### config.mk
export PLATFORM = sky130hd
export DESIGN_NAME = overcurrent_alert_qualifier
export DESIGN_NICKNAME = d
export VERILOG_FILES = /design/src/core/oc_alert_pkg.sv /design/src/core/overcurrent_alert_qualifier.sv /design/src/core/pin_sync.sv /design/src/core/window_timer.sv
export SDC_FILE = /design/constraint.sdc
export NUM_CORES = 1
export LEC_CHECK = 0
export BUFFER_PORTS_ARGS = -buffer_cell sky130_fd_sc_hd__buf_2
export CAP_MARGIN = 10
export CORE_MARGIN = 1.5
export CORE_UTILIZATION = 50
export CTS_CLUSTER_DIAMETER = 120
export DETAILED_ROUTE_END_ITERATION = 6
export GPL_ROUTABILITY_DRIVEN = 0
export PLACE_DENSITY_LB_ADDON = 0.05
export SLEW_MARGIN = 20
export SYNTH_ARGS = -nofsm -noshare
export SYNTH_HDL_FRONTEND = slang
export SYNTH_SLANG_ARGS = --single-unit
export TNS_END_PERCENT = 30
### constraint.sdc
create_clock -name clk_sys -period 5 [get_ports clk_sys]
set_input_delay 1.25 -clock clk_sys [delete_from_list [all_inputs] [get_ports clk_sys]]
set_output_delay 1.25 -clock clk_sys [all_outputs]
set_load 0.05 [all_outputs]
### src/core/oc_alert_pkg.sv
package oc_alert_pkg;
  // timing
  localparam int CLK_MHZ = 125;
  localparam int WINDOW_US = 10;
  localparam int WINDOW_CYCLES = WINDOW_US * CLK_MHZ;
  localparam int LATCH_CLEAR_US = 20;
  localparam int LATCH_CLEAR_CYCLES = LATCH_CLEAR_US * CLK_MHZ;
  localparam int WIN_W = 16;
  localparam int LCLR_W = 12;
  localparam int CNT_W = 4;

  // consecutive windows needed per delay setting
  localparam logic [3:0] TARGET_SHORT = 4'h1;
  localparam logic [3:0] TARGET_MID = 4'h5;
  localparam logic [3:0] TARGET_LONG = 4'hA;

  // three-level pin codes: floating, ground, supply
  localparam logic [1:0] LEVEL_FLOAT = 2'h0;
  localparam logic [1:0] LEVEL_GND = 2'h1;
  localparam logic [1:0] LEVEL_SUPPLY = 2'h2;

  // register byte offsets
  localparam logic [7:0] ADDR_CTRL = 8'h00;
  localparam logic [7:0] ADDR_WINDOW = 8'h04;
  localparam logic [7:0] ADDR_STATUS = 8'h08;
  localparam logic [7:0] ADDR_IRQ_STATUS = 8'h0C;
  localparam logic [7:0] ADDR_IRQ_MASK = 8'h10;

  // reset values
  localparam logic CTRL_ENABLE_RESET = 1'b1;
  localparam logic [WIN_W-1:0] WINDOW_RESET = WIN_W'(WINDOW_CYCLES);
  localparam logic [2:0] IRQ_MASK_RESET = 3'h0;

  // status fields
  localparam int ST_ALERT = 0;
  localparam int ST_LAST_OVER = 1;
  localparam int ST_LATCH = 2;
  localparam int ST_ACTIVE = 3;
  localparam int ST_COUNT_LSB = 4;
  localparam int ST_DELAY_LSB = 8;
  localparam int ST_HYS_LSB = 10;

  // interrupt status bits
  localparam int IRQ_ASSERT = 0;
  localparam int IRQ_RELEASE = 1;
  localparam int IRQ_OVER = 2;
  localparam int IRQ_W = 3;

  localparam logic [1:0] RESP_OKAY = 2'h0;
  localparam logic [1:0] RESP_SLVERR = 2'h2;
endpackage

### src/core/overcurrent_alert_qualifier.sv
`timescale 1ns/1ps
module overcurrent_alert_qualifier (
  input wire logic clk_sys, // system clock, 125 MHz
  input wire logic rst_b, // async reset, active low
  input wire logic over_limit_pin, // front-end decision, high = averaged input over limit
  input wire logic delay_pin_gnd, // delay pin level detector: tied to ground
  input wire logic delay_pin_supply, // delay pin level detector: tied to supply
  input wire logic hys_pin_gnd, // hysteresis_select_pin detector: tied to ground
  input wire logic hys_pin_supply, // hysteresis_select_pin detector: tied to supply
  input wire logic latch_pin, // high = latch mode, low = transparent / clear
  input wire logic enable_pin, // high = enabled
  output logic alert_n_out, // open-drain alert data, always low
  output logic alert_n_oe, // high while the alert pin is pulled low
  output logic [1:0] hys_code, // hysteresis to comparator: 0=2mV 1=4mV 2=8mV
  output logic irq, // level interrupt
  input wire logic [7:0] s_axi_awaddr, // write address
  input wire logic s_axi_awvalid, // write address valid
  output logic s_axi_awready, // write address ready
  input wire logic [31:0] s_axi_wdata, // write data
  input wire logic [3:0] s_axi_wstrb, // write byte strobes
  input wire logic s_axi_wvalid, // write data valid
  output logic s_axi_wready, // write data ready
  output logic [1:0] s_axi_bresp, // write response
  output logic s_axi_bvalid, // write response valid
  input wire logic s_axi_bready, // write response ready
  input wire logic [7:0] s_axi_araddr, // read address
  input wire logic s_axi_arvalid, // read address valid
  output logic s_axi_arready, // read address ready
  output logic [31:0] s_axi_rdata, // read data
  output logic [1:0] s_axi_rresp, // read response
  output logic s_axi_rvalid, // read data valid
  input wire logic s_axi_rready // read data ready
);
  localparam int NPIN = 7;
  localparam int CW = oc_alert_pkg::CNT_W;
  localparam int WW = oc_alert_pkg::WIN_W;
  localparam int LW = oc_alert_pkg::LCLR_W;

  logic [NPIN-1:0] pins_sync;
  logic over_s;
  logic dly_gnd_s;
  logic dly_sup_s;
  logic hys_gnd_s;
  logic hys_sup_s;
  logic latch_s;
  logic enable_s;
  logic window_end;

  logic ctrl_enable;
  logic [WW-1:0] window_len;
  logic [oc_alert_pkg::IRQ_W-1:0] irq_status;
  logic [oc_alert_pkg::IRQ_W-1:0] irq_mask;

  logic [1:0] delay_code;
  logic [CW-1:0] target;
  logic [CW-1:0] win_count;
  logic alert;
  logic last_over;
  logic active;
  logic [LW-1:0] latch_low_count;
  logic latch_low_done;
  logic ev_assert;
  logic ev_release;
  logic ev_over;

  logic aw_held;
  logic w_held;
  logic [7:0] aw_addr;
  logic [31:0] w_data;
  logic [3:0] w_strb;
  logic do_write;
  logic next_aw_held;
  logic next_w_held;
  logic next_bvalid;
  logic next_rvalid;
  logic ar_take;
  logic rd_irq;
  logic [31:0] status_word;

  // all pins come from outside the clock domain
  pin_sync #(
    .WIDTH(NPIN)
  ) u_sync (
    .clk_sys(clk_sys),
    .rst_b(rst_b),
    .pin_in({enable_pin, latch_pin, hys_pin_supply, hys_pin_gnd,
             delay_pin_supply, delay_pin_gnd, over_limit_pin}),
    .pin_out(pins_sync)
  );
  assign {enable_s, latch_s, hys_sup_s, hys_gnd_s, dly_sup_s, dly_gnd_s, over_s} = pins_sync;

  window_timer #(
    .WIDTH(WW)
  ) u_window (
    .clk_sys(clk_sys),
    .rst_b(rst_b),
    .period(window_len),
    .window_end(window_end)
  );

  // the board drives exactly one level; a conflicting pair reads as ground
  assign delay_code = dly_gnd_s ? oc_alert_pkg::LEVEL_GND :
                      dly_sup_s ? oc_alert_pkg::LEVEL_SUPPLY :
                      oc_alert_pkg::LEVEL_FLOAT;

  always_comb begin
    case (delay_code)
      oc_alert_pkg::LEVEL_GND: target = oc_alert_pkg::TARGET_MID;
      oc_alert_pkg::LEVEL_SUPPLY: target = oc_alert_pkg::TARGET_LONG;
      default: target = oc_alert_pkg::TARGET_SHORT;
    endcase
  end

  always_ff @(posedge clk_sys or negedge rst_b) begin
    if (!rst_b) begin
      hys_code <= oc_alert_pkg::LEVEL_FLOAT;
    end else if (hys_gnd_s) begin
      hys_code <= oc_alert_pkg::LEVEL_GND;
    end else if (hys_sup_s) begin
      hys_code <= oc_alert_pkg::LEVEL_SUPPLY;
    end else begin
      hys_code <= oc_alert_pkg::LEVEL_FLOAT;
    end
  end

  assign active = enable_s & ctrl_enable;

  // decision sampled only at window end, so onset latency varies by up to one window
  always_ff @(posedge clk_sys or negedge rst_b) begin
    if (!rst_b) begin
      last_over <= 1'b0;
    end else if (!active) begin
      last_over <= 1'b0;
    end else if (window_end) begin
      last_over <= over_s;
    end
  end

  // consecutive over-limit windows
  always_ff @(posedge clk_sys or negedge rst_b) begin
    if (!rst_b) begin
      win_count <= '0;
    end else if (!active) begin
      win_count <= '0;
    end else if (window_end) begin
      if (!over_s) begin
        win_count <= '0;
      end else if (win_count >= target) begin
        win_count <= target;
      end else begin
        win_count <= win_count + CW'(1);
      end
    end
  end

  // latch clear needs the pin held low for the minimum time
  always_ff @(posedge clk_sys or negedge rst_b) begin
    if (!rst_b) begin
      latch_low_count <= '0;
    end else if (latch_s) begin
      latch_low_count <= '0;
    end else if (!latch_low_done) begin
      latch_low_count <= latch_low_count + LW'(1);
    end
  end
  assign latch_low_done = (latch_low_count >= LW'(oc_alert_pkg::LATCH_CLEAR_CYCLES));

  assign ev_assert = active & window_end & over_s & !alert &
                     ((win_count + CW'(1)) >= target);
  // a miss at window end with the latch pin low for the clear time releases; also after a late latch clear
  assign ev_release = alert & !latch_s & latch_low_done &
                      ((window_end & !over_s) | (!window_end & !last_over));
  assign ev_over = active & window_end & over_s;

  // disabling ends the alert as the part powers down
  always_ff @(posedge clk_sys or negedge rst_b) begin
    if (!rst_b) begin
      alert <= 1'b0;
    end else if (!active) begin
      alert <= 1'b0;
    end else if (ev_assert) begin
      alert <= 1'b1;
    end else if (ev_release) begin
      alert <= 1'b0; // (a miss changes nothing unless release applies)
    end
  end

  // open drain: data stays low, enable pulls the line
  always_ff @(posedge clk_sys or negedge rst_b) begin
    if (!rst_b) begin
      alert_n_out <= 1'b0;
      alert_n_oe <= 1'b0;
    end else begin
      alert_n_out <= 1'b0;
      alert_n_oe <= (alert & active & !ev_release) | ev_assert;
    end
  end

  // register bus
  assign do_write = aw_held & w_held & !s_axi_bvalid;
  assign next_aw_held = (aw_held | (s_axi_awvalid & s_axi_awready)) & !do_write;
  assign next_w_held = (w_held | (s_axi_wvalid & s_axi_wready)) & !do_write;
  assign next_bvalid = do_write | (s_axi_bvalid & !s_axi_bready);
  assign ar_take = s_axi_arvalid & s_axi_arready;
  assign next_rvalid = ar_take | (s_axi_rvalid & !s_axi_rready);
  assign rd_irq = ar_take & (s_axi_araddr == oc_alert_pkg::ADDR_IRQ_STATUS);

  always_ff @(posedge clk_sys or negedge rst_b) begin
    if (!rst_b) begin
      aw_held <= 1'b0;
      w_held <= 1'b0;
      s_axi_awready <= 1'b0;
      s_axi_wready <= 1'b0;
      s_axi_bvalid <= 1'b0;
    end else begin
      aw_held <= next_aw_held;
      w_held <= next_w_held;
      s_axi_awready <= !next_aw_held & !next_bvalid;
      s_axi_wready <= !next_w_held & !next_bvalid;
      s_axi_bvalid <= next_bvalid;
    end
  end

  always_ff @(posedge clk_sys or negedge rst_b) begin
    if (!rst_b) begin
      aw_addr <= 8'h00;
      w_data <= 32'h00000000;
      w_strb <= 4'h0;
    end else begin
      if (s_axi_awvalid & s_axi_awready) begin
        aw_addr <= s_axi_awaddr;
      end
      if (s_axi_wvalid & s_axi_wready) begin
        w_data <= s_axi_wdata;
        w_strb <= s_axi_wstrb;
      end
    end
  end

  always_ff @(posedge clk_sys or negedge rst_b) begin
    if (!rst_b) begin
      s_axi_bresp <= oc_alert_pkg::RESP_OKAY;
    end else if (do_write) begin
      case (aw_addr)
        oc_alert_pkg::ADDR_CTRL, oc_alert_pkg::ADDR_WINDOW, oc_alert_pkg::ADDR_STATUS,
        oc_alert_pkg::ADDR_IRQ_STATUS, oc_alert_pkg::ADDR_IRQ_MASK:
          s_axi_bresp <= oc_alert_pkg::RESP_OKAY;
        default: s_axi_bresp <= oc_alert_pkg::RESP_SLVERR;
      endcase
    end
  end

  // writable controls
  always_ff @(posedge clk_sys or negedge rst_b) begin
    if (!rst_b) begin
      ctrl_enable <= oc_alert_pkg::CTRL_ENABLE_RESET;
      window_len <= oc_alert_pkg::WINDOW_RESET;
      irq_mask <= oc_alert_pkg::IRQ_MASK_RESET;
    end else if (do_write) begin
      if (aw_addr == oc_alert_pkg::ADDR_CTRL && w_strb[0]) begin
        ctrl_enable <= w_data[0];
      end
      if (aw_addr == oc_alert_pkg::ADDR_WINDOW) begin
        if (w_strb[0]) begin
          window_len[7:0] <= w_data[7:0];
        end
        if (w_strb[1]) begin
          window_len[15:8] <= w_data[15:8];
        end
      end
      if (aw_addr == oc_alert_pkg::ADDR_IRQ_MASK && w_strb[0]) begin
        irq_mask <= w_data[oc_alert_pkg::IRQ_W-1:0];
      end
    end
  end

  // read clears, but an event in the same cycle survives the clear
  always_ff @(posedge clk_sys or negedge rst_b) begin
    if (!rst_b) begin
      irq_status <= '0;
    end else begin
      irq_status <= (rd_irq ? '0 : irq_status) | {ev_over, ev_release & alert, ev_assert};
    end
  end

  always_ff @(posedge clk_sys or negedge rst_b) begin
    if (!rst_b) begin
      irq <= 1'b0;
    end else begin
      irq <= |(irq_status & irq_mask);
    end
  end

  always_comb begin
    status_word = 32'h00000000;
    status_word[oc_alert_pkg::ST_ALERT] = alert;
    status_word[oc_alert_pkg::ST_LAST_OVER] = last_over;
    status_word[oc_alert_pkg::ST_LATCH] = latch_s;
    status_word[oc_alert_pkg::ST_ACTIVE] = active;
    status_word[oc_alert_pkg::ST_COUNT_LSB +: CW] = win_count;
    status_word[oc_alert_pkg::ST_DELAY_LSB +: 2] = delay_code;
    status_word[oc_alert_pkg::ST_HYS_LSB +: 2] = hys_code;
  end

  always_ff @(posedge clk_sys or negedge rst_b) begin
    if (!rst_b) begin
      s_axi_arready <= 1'b0;
      s_axi_rvalid <= 1'b0;
      s_axi_rdata <= 32'h00000000;
      s_axi_rresp <= oc_alert_pkg::RESP_OKAY;
    end else begin
      s_axi_arready <= !next_rvalid;
      s_axi_rvalid <= next_rvalid;
      if (ar_take) begin
        s_axi_rresp <= oc_alert_pkg::RESP_OKAY;
        case (s_axi_araddr)
          oc_alert_pkg::ADDR_CTRL: s_axi_rdata <= {31'h00000000, ctrl_enable};
          oc_alert_pkg::ADDR_WINDOW: s_axi_rdata <= {16'h0000, window_len};
          oc_alert_pkg::ADDR_STATUS: s_axi_rdata <= status_word;
          oc_alert_pkg::ADDR_IRQ_STATUS: s_axi_rdata <= {29'h00000000, irq_status};
          oc_alert_pkg::ADDR_IRQ_MASK: s_axi_rdata <= {29'h00000000, irq_mask};
          default: begin
            s_axi_rdata <= 32'h00000000;
            s_axi_rresp <= oc_alert_pkg::RESP_SLVERR;
          end
        endcase
      end
    end
  end
endmodule

### src/core/pin_sync.sv
`timescale 1ns/1ps
module pin_sync #(
  parameter int WIDTH = 1
) (
  input wire logic clk_sys, // system clock
  input wire logic rst_b, // async reset, active low
  input wire logic [WIDTH-1:0] pin_in, // asynchronous pins
  output logic [WIDTH-1:0] pin_out // synchronised levels
);
  logic [WIDTH-1:0] stage1;

  genvar i;
  generate
    for (i = 0; i < WIDTH; i++) begin : g_bit
      always_ff @(posedge clk_sys or negedge rst_b) begin
        if (!rst_b) begin
          stage1[i] <= 1'b0;
          pin_out[i] <= 1'b0;
        end else begin
          stage1[i] <= pin_in[i];
          pin_out[i] <= stage1[i];
        end
      end
    end
  endgenerate
endmodule

### src/core/window_timer.sv
`timescale 1ns/1ps
module window_timer #(
  parameter int WIDTH = 16
) (
  input wire logic clk_sys, // system clock
  input wire logic rst_b, // async reset, active low
  input wire logic [WIDTH-1:0] period, // window length in cycles
  output logic window_end // one-cycle pulse at each window end
);
  logic [WIDTH-1:0] count;
  logic [WIDTH-1:0] last;

  // a zero period is treated as one cycle so the window never stalls
  assign last = (period == '0) ? '0 : period - WIDTH'(1);

  // free running: no start, stop or alignment input exists
  always_ff @(posedge clk_sys or negedge rst_b) begin
    if (!rst_b) begin
      count <= '0;
      window_end <= 1'b0;
    end else if (count >= last) begin
      count <= '0;
      window_end <= 1'b1;
    end else begin
      count <= count + WIDTH'(1);
      window_end <= 1'b0;
    end
  end
endmodule

---- Word level (Yosys, flattened, before mapping) ----
Cells that the tools add are included.
storage, ports and cells
  register bits after elaboration ......... 145
  bits in latches ......................... 0
  RAM bits ................................ 0
  bits in read-only memories .............. 0
  bits of input ports ..................... 66
  output and inout bits ................... 46
  word-level logic and storage cells ...... 144
  memories kept ........................... 0
cells by class
  $add $sub $neg .......................... 4
  multiply operators ...................... 0
  divide/modulo/power cells ............... 0
  $lt $le $gt $ge ......................... 4
  eq/ne operators ......................... 13
  shift operators ......................... 0
  mux-type cells .......................... 23
  bitwise operators ....................... 33
  reductions and logical operators ........ 26
operators by type and width
  kind                                                                    count
  16-bit case mux with 5 select lines                                     1
  8-bit by 4-bit equality test with 1-bit output (second input constant)  4
  16-bit 2-to-1 mux                                                       2
  1-bit bitwise AND                                                       25
  12-bit 2-to-1 mux                                                       2
  16-bit by 1-bit adder with 16-bit output (second input constant)        1
  8-bit by 3-bit equality test with 1-bit output (second input constant)  2
  8-bit by 5-bit equality test with 1-bit output (second input constant)  2
  16-bit greater-or-equal comparator                                      1
  16-bit zero test                                                        1
  8-bit zero test                                                         2
  4-bit 2-to-1 mux                                                        4
  16-bit by 1-bit subtractor with 16-bit output (second input constant)   1
  1-bit zero test                                                         14
  12-bit by 1-bit adder with 12-bit output (second input constant)        1
  12-bit greater-or-equal comparator (second input constant)              1
  2-bit 2-to-1 mux                                                        6
  5-bit OR reduction                                                      2
  4-bit greater-or-equal comparator                                       2
  4-bit case mux with 2 select lines                                      1
  1-bit 2-to-1 mux                                                        6
  1-bit bitwise OR                                                        6
  3-bit AND reduction                                                     2
  4-bit by 1-bit adder with 4-bit output (second input constant)          1
  other kinds (10)                                                        13

---- Depth between registers and ports, before layout ----
  depth in word-level cells ............... 9
  depth in mapped cells ................... 14
  depth with buffers taken out ............ 12

---- Cells and area by module ----
A second synthesis with hierarchy kept.
unflattened totals
  cells, all modules ...................... 568
  area, all modules ....................... 6294.8 um^2
modules (own cells, without submodules)
  module                       times used  cells an instance  area each (um^2)  seq. area each (um^2)
  overcurrent_alert_qualifier  1           374                4459.3            2409.8
  window_timer                 1           180                1485.2            425.4
  pin_sync                     1           14                 350.3             350.3

---- Least setup slack after synthesis ----
No wires, ideal clock.
  kind .................................... reg-to-reg
  start point ............................. register window_len[8]
  end point ............................... register u_window.count[10]
  library setup time ...................... 132 ps
  data arrival time ....................... 3597 ps
  required time ........................... 4868 ps
  setup slack ............................. 1271 ps
  cell stages (with the launch flop) ...... 14
  path buffers ............................ 3
  clock period less this slack ............ 3729 ps
  path through ............................ dfrtp_1 -> or3_4 -> or3_1 -> buf_2 -> or4_1 -> clkbuf_2 -> and2_1 -> ha_1 -> nor2b_1 -> o21ai_0 -> a21oi_1 -> o41ai_1 -> clkbuf_1 -> nor2_1
between the ends
  word-level cells in the longest chain between the ends .. 4
  elaborated cells on any way between the ends .. 5
  classes of those cells .................. add/sub (1); order compare (1); mux (2); reduce/logical (1)
RTL lines
  item                                                                               line                                source
  from (decl)                                                                        overcurrent_alert_qualifier.sv:50   logic [WW-1:0] window_len;
  from (signal assigned)                                                             overcurrent_alert_qualifier.sv:257  window_len <= oc_alert_pkg::WINDOW_RESET;
  from (signal assigned)                                                             overcurrent_alert_qualifier.sv:268  window_len[15:8] <= w_data[15:8];
  16-bit by 1-bit subtractor with 16-bit output or 16-bit zero test (tied branches)  window_timer.sv:14                  assign last = (period == '0) ? '0 : period - WIDTH'(1);
  16-bit 2-to-1 mux *                                                                window_timer.sv:14
  16-bit greater-or-equal comparator *                                               window_timer.sv:21                  end else if (count >= last) begin
  16-bit 2-to-1 mux *                                                                window_timer.sv:21
  to (signal assigned)                                                               window_timer.sv:25                  count <= count + WIDTH'(1);
  to (decl)                                                                          window_timer.sv:10                  logic [WIDTH-1:0] count;
Mark *: on every way between the ends. The rest lies on a longest branch, timed or not.
A chain may end at the register's enable or synchronous reset.

---- Final worst setup path ----
  start point ............................. register window_len[8]
  end point ............................... register u_window.count[4]
The elaborated chain is that of the path after synthesis.

==> results_dict.tcl <==
set metrics [dict create \
    outcome "finished, final reports clean" \
    cts_tree "yes" \
    syn_inst 572 \
    p_clk_frac 0.323 \
    clk_latency_ns 0.42 \
    seq_area_frac_synth 0.517 \
    wl_um 12600 \
    hold_slack_ns 0.346 \
    cp_slowest_cell "or4_1" \
    start_kind "flop" \
    p_seq_frac 0.345 \
    drc 0 \
    final_area_um2 7240 \
    area_growth_pct 17.5 \
    cp.depth 12 \
    required_ns 5.34 \
    finalCritPeriodShare 0.714 \
    grt_usage 0.212 \
    p_comb_frac 0.332 \
    finalNonFillerCells 813 \
    path_clk_slew_ns 0.05 \
    fin_nets 749 \
    min_from "u_sync.stage1[1]" \
    ant_nets 0 \
    worst-path-buf-inv 1 \
    drv_cap 0 \
    dpl.cell_count 781 \
    via_count 4327 \
    grt_max_degree 52 \
    worst_slew_pin_slew_ns 0.927 \
    path_cells "or3_4, or3_1, or4_1, and4b_1, a21oi_1, ha_1, a21oi_1, o21ai_0, a21oi_1, o41ai_2, buf_4, nor2_1" \
    holdCritPathClass "reg -> reg" \
    syn_area_per_cell_um2 10.8 \
    max_stage_delay_ns 0.73 \
    die-area_um2 13000 \
    drt-pass1-iter-count 4 \
    die_w_um 114 \
    power.density_nw_per_um2 552 \
    p_sw_frac 0.351 \
    core-area_um2 12000 \
    htreeDepth 4 \
    critical_path.max_fanout 17 \
    postCtsSetupBuffers 0 \
    cts-root-buf "clkbuf_16" \
    ys_warn_count 0 \
    grt_overflow_total 0 \
    grt_pass1_vias 4359 \
    finalHoldViolations 0 \
    mostFrequentLayoutCell "dfrtp_1" \
    reg2reg_depth 12 \
    min_delay_path_depth 0 \
    layout_common_cells "dfrtp_1, buf_2, nand2_1" \
    power.leakage_nw 3.48 \
    synth.largest_area_cell "dfrtp_1" \
    ys_ff_latch 127 \
    p_int_mw 2.59 \
    switchingPower_mw 1.40 \
    worstSetupPathType "reg -> reg" \
    fin_skew_ns 0.00518 \
    synth_area_um2 6160 \
    synth.distinct_cells 50 \
    synth_area_leaders "dfrtp_1, mux2_2, ha_1" \
    power_mw 4.00 \
    ctsResizeCount 0 \
    placedInstanceArea_um2 6620 \
    cts_buffers 17 \
    std_cell_rows 40 \
    max-vdd-ir-drop_mv 0.448 \
    avgViaCountPerCell 5.32 \
    period_minus_slack_ns 3.57 \
    async_reset_ff_frac 1.00 \
    grt_setup_unrepaired "false" \
    cp.arrival_ns 3.91 \
    setup_violations 0 \
    drive_above_1_share 0.249 \
    synth_edf_count 0 \
    drv_slew 0 \
    ys.flop_type "dfrtp_1" \
    cp_common_cell "a21oi_1" \
    fmax_mhz 280 \
    cts_sinks 127 \
    crit_start "window_len[8]" \
    pin_count 112 \
    crit_family "simple AND/OR/NAND/NOR gates" \
    die_h_um 114 \
    antenna_found_initial 0 \
    tns_ns 0 \
    clk_path_buf_depth 2 \
    fill_cells 1030 \
    max_slew_margin 0.381 \
    synth_top_area_frac 0.491 \
    n_antenna_cell 0 \
    grt_pass1_wl_um 21000 \
    first_iter_violations 225 \
    start_util 0.513 \
    port_buffers 74 \
    end_kind "flop" \
    ctsHoldBuffers 0 \
    wire_per_inst_um 15.5 \
    dpl.hpwl_um 9290 \
    worstReg2RegStart "window_len[8]" \
]
-- registers in the layout, indices dropped and copies added (netlist names), 2 cells and up --
register,flops
u_sync.pin_out,7
aw_addr,8
latch_low_count,12
w_strb,2
u_sync.stage1,7
irq_mask,3
win_count,4
hys_code,2
window_len,16
s_axi_rdata,16
w_data,16
irq_status,3
u_window.count,16
-- power by group through the flow --
stage / clock [mW] / combinational (mW) / sequential, mW
after floorplan: 0 / 0.981 / 1.40
after global placement: 0 / 1.27 / 1.38
after detailed placement: 0 / 1.34 / 1.39
after CTS: 1.32 / 1.35 / 1.38
after global routing: 1.36 / 1.52 / 1.41
final: 1.29 / 1.33 / 1.38
-- metrics by stage --
stage                util  setup WS [ns]
detailed placement  0.551           1.42
global route        0.603           1.15
floorplan               -           1.27
CTS                 0.603           1.39
finish              0.603           1.43
global placement    0.551           1.52
-- layout make-up --
| class | count | area [um2] | area share |
|---|---|---|---|
| Clock buffer | 19 | 433 | 0.0598 |
| Clock inverter | 13 | 186 | 0.0257 |
| Inverter | 19 | 71.3 | 0.00985 |
| Multi-Input combinational cell | 410 | 2780 | 0.384 |
| Sequential cell | 127 | 3190 | 0.440 |
| Tap cell | 147 | 184 | 0.0254 |
| Timing Repair Buffer | 78 | 403 | 0.0556 |
-- Yosys cell counts, drive strengths merged, types with 2 or more instances --
library cell / n
nand2b: 3
o21ai: 24
and4: 2
a211oi: 5
nand3: 17
a21oi: 21
or3: 5
ha: 30
a21o: 2
xor2: 18
mux2i: 4
o21bai: 2
xnor2: 20
mux2: 46
nor3: 12
nor2: 49
nand4: 8
nor2b: 12
dfrtp: 121
a32o: 4
inv: 19
and3: 5
or4: 2
buf: 21
clkbuf: 13
or2: 3
nand2: 63
dfstp: 6
nor4: 9
a22oi: 10
-- per-layer routing --
layer  vias up  wire length [um]  global-route usage
met3        15               563              0.0654
met4         0               159              0.0908
met1      2087              5900               0.277
met2       103              6020               0.329
met5         -                 0                   0
li1       2122                 -                   -
-- kinds of logic after synthesis --
logic type,count (synthesis),share of synthesized area
flops,127,0.517
mux,51,0.0942
fa+ha+maj,30,0.0609
compound gates,79,0.0814
buf+inv,53,0.0445
simple gates,193,0.147
other cells,1,0.000609
xor+xnor,38,0.0540
-- final timing paths --
kind,slack [ns],end
min in group asynchronous,0.83,u_window.count[14]
min,0.35,u_sync.pin_out[1]
max,1.43,u_window.count[4]
max reg2reg,1.43,u_window.count[4]
min reg2reg,0.35,u_sync.pin_out[1]
max in group asynchronous,3.20,window_len[1]
(Power assumes the default switching activity.)
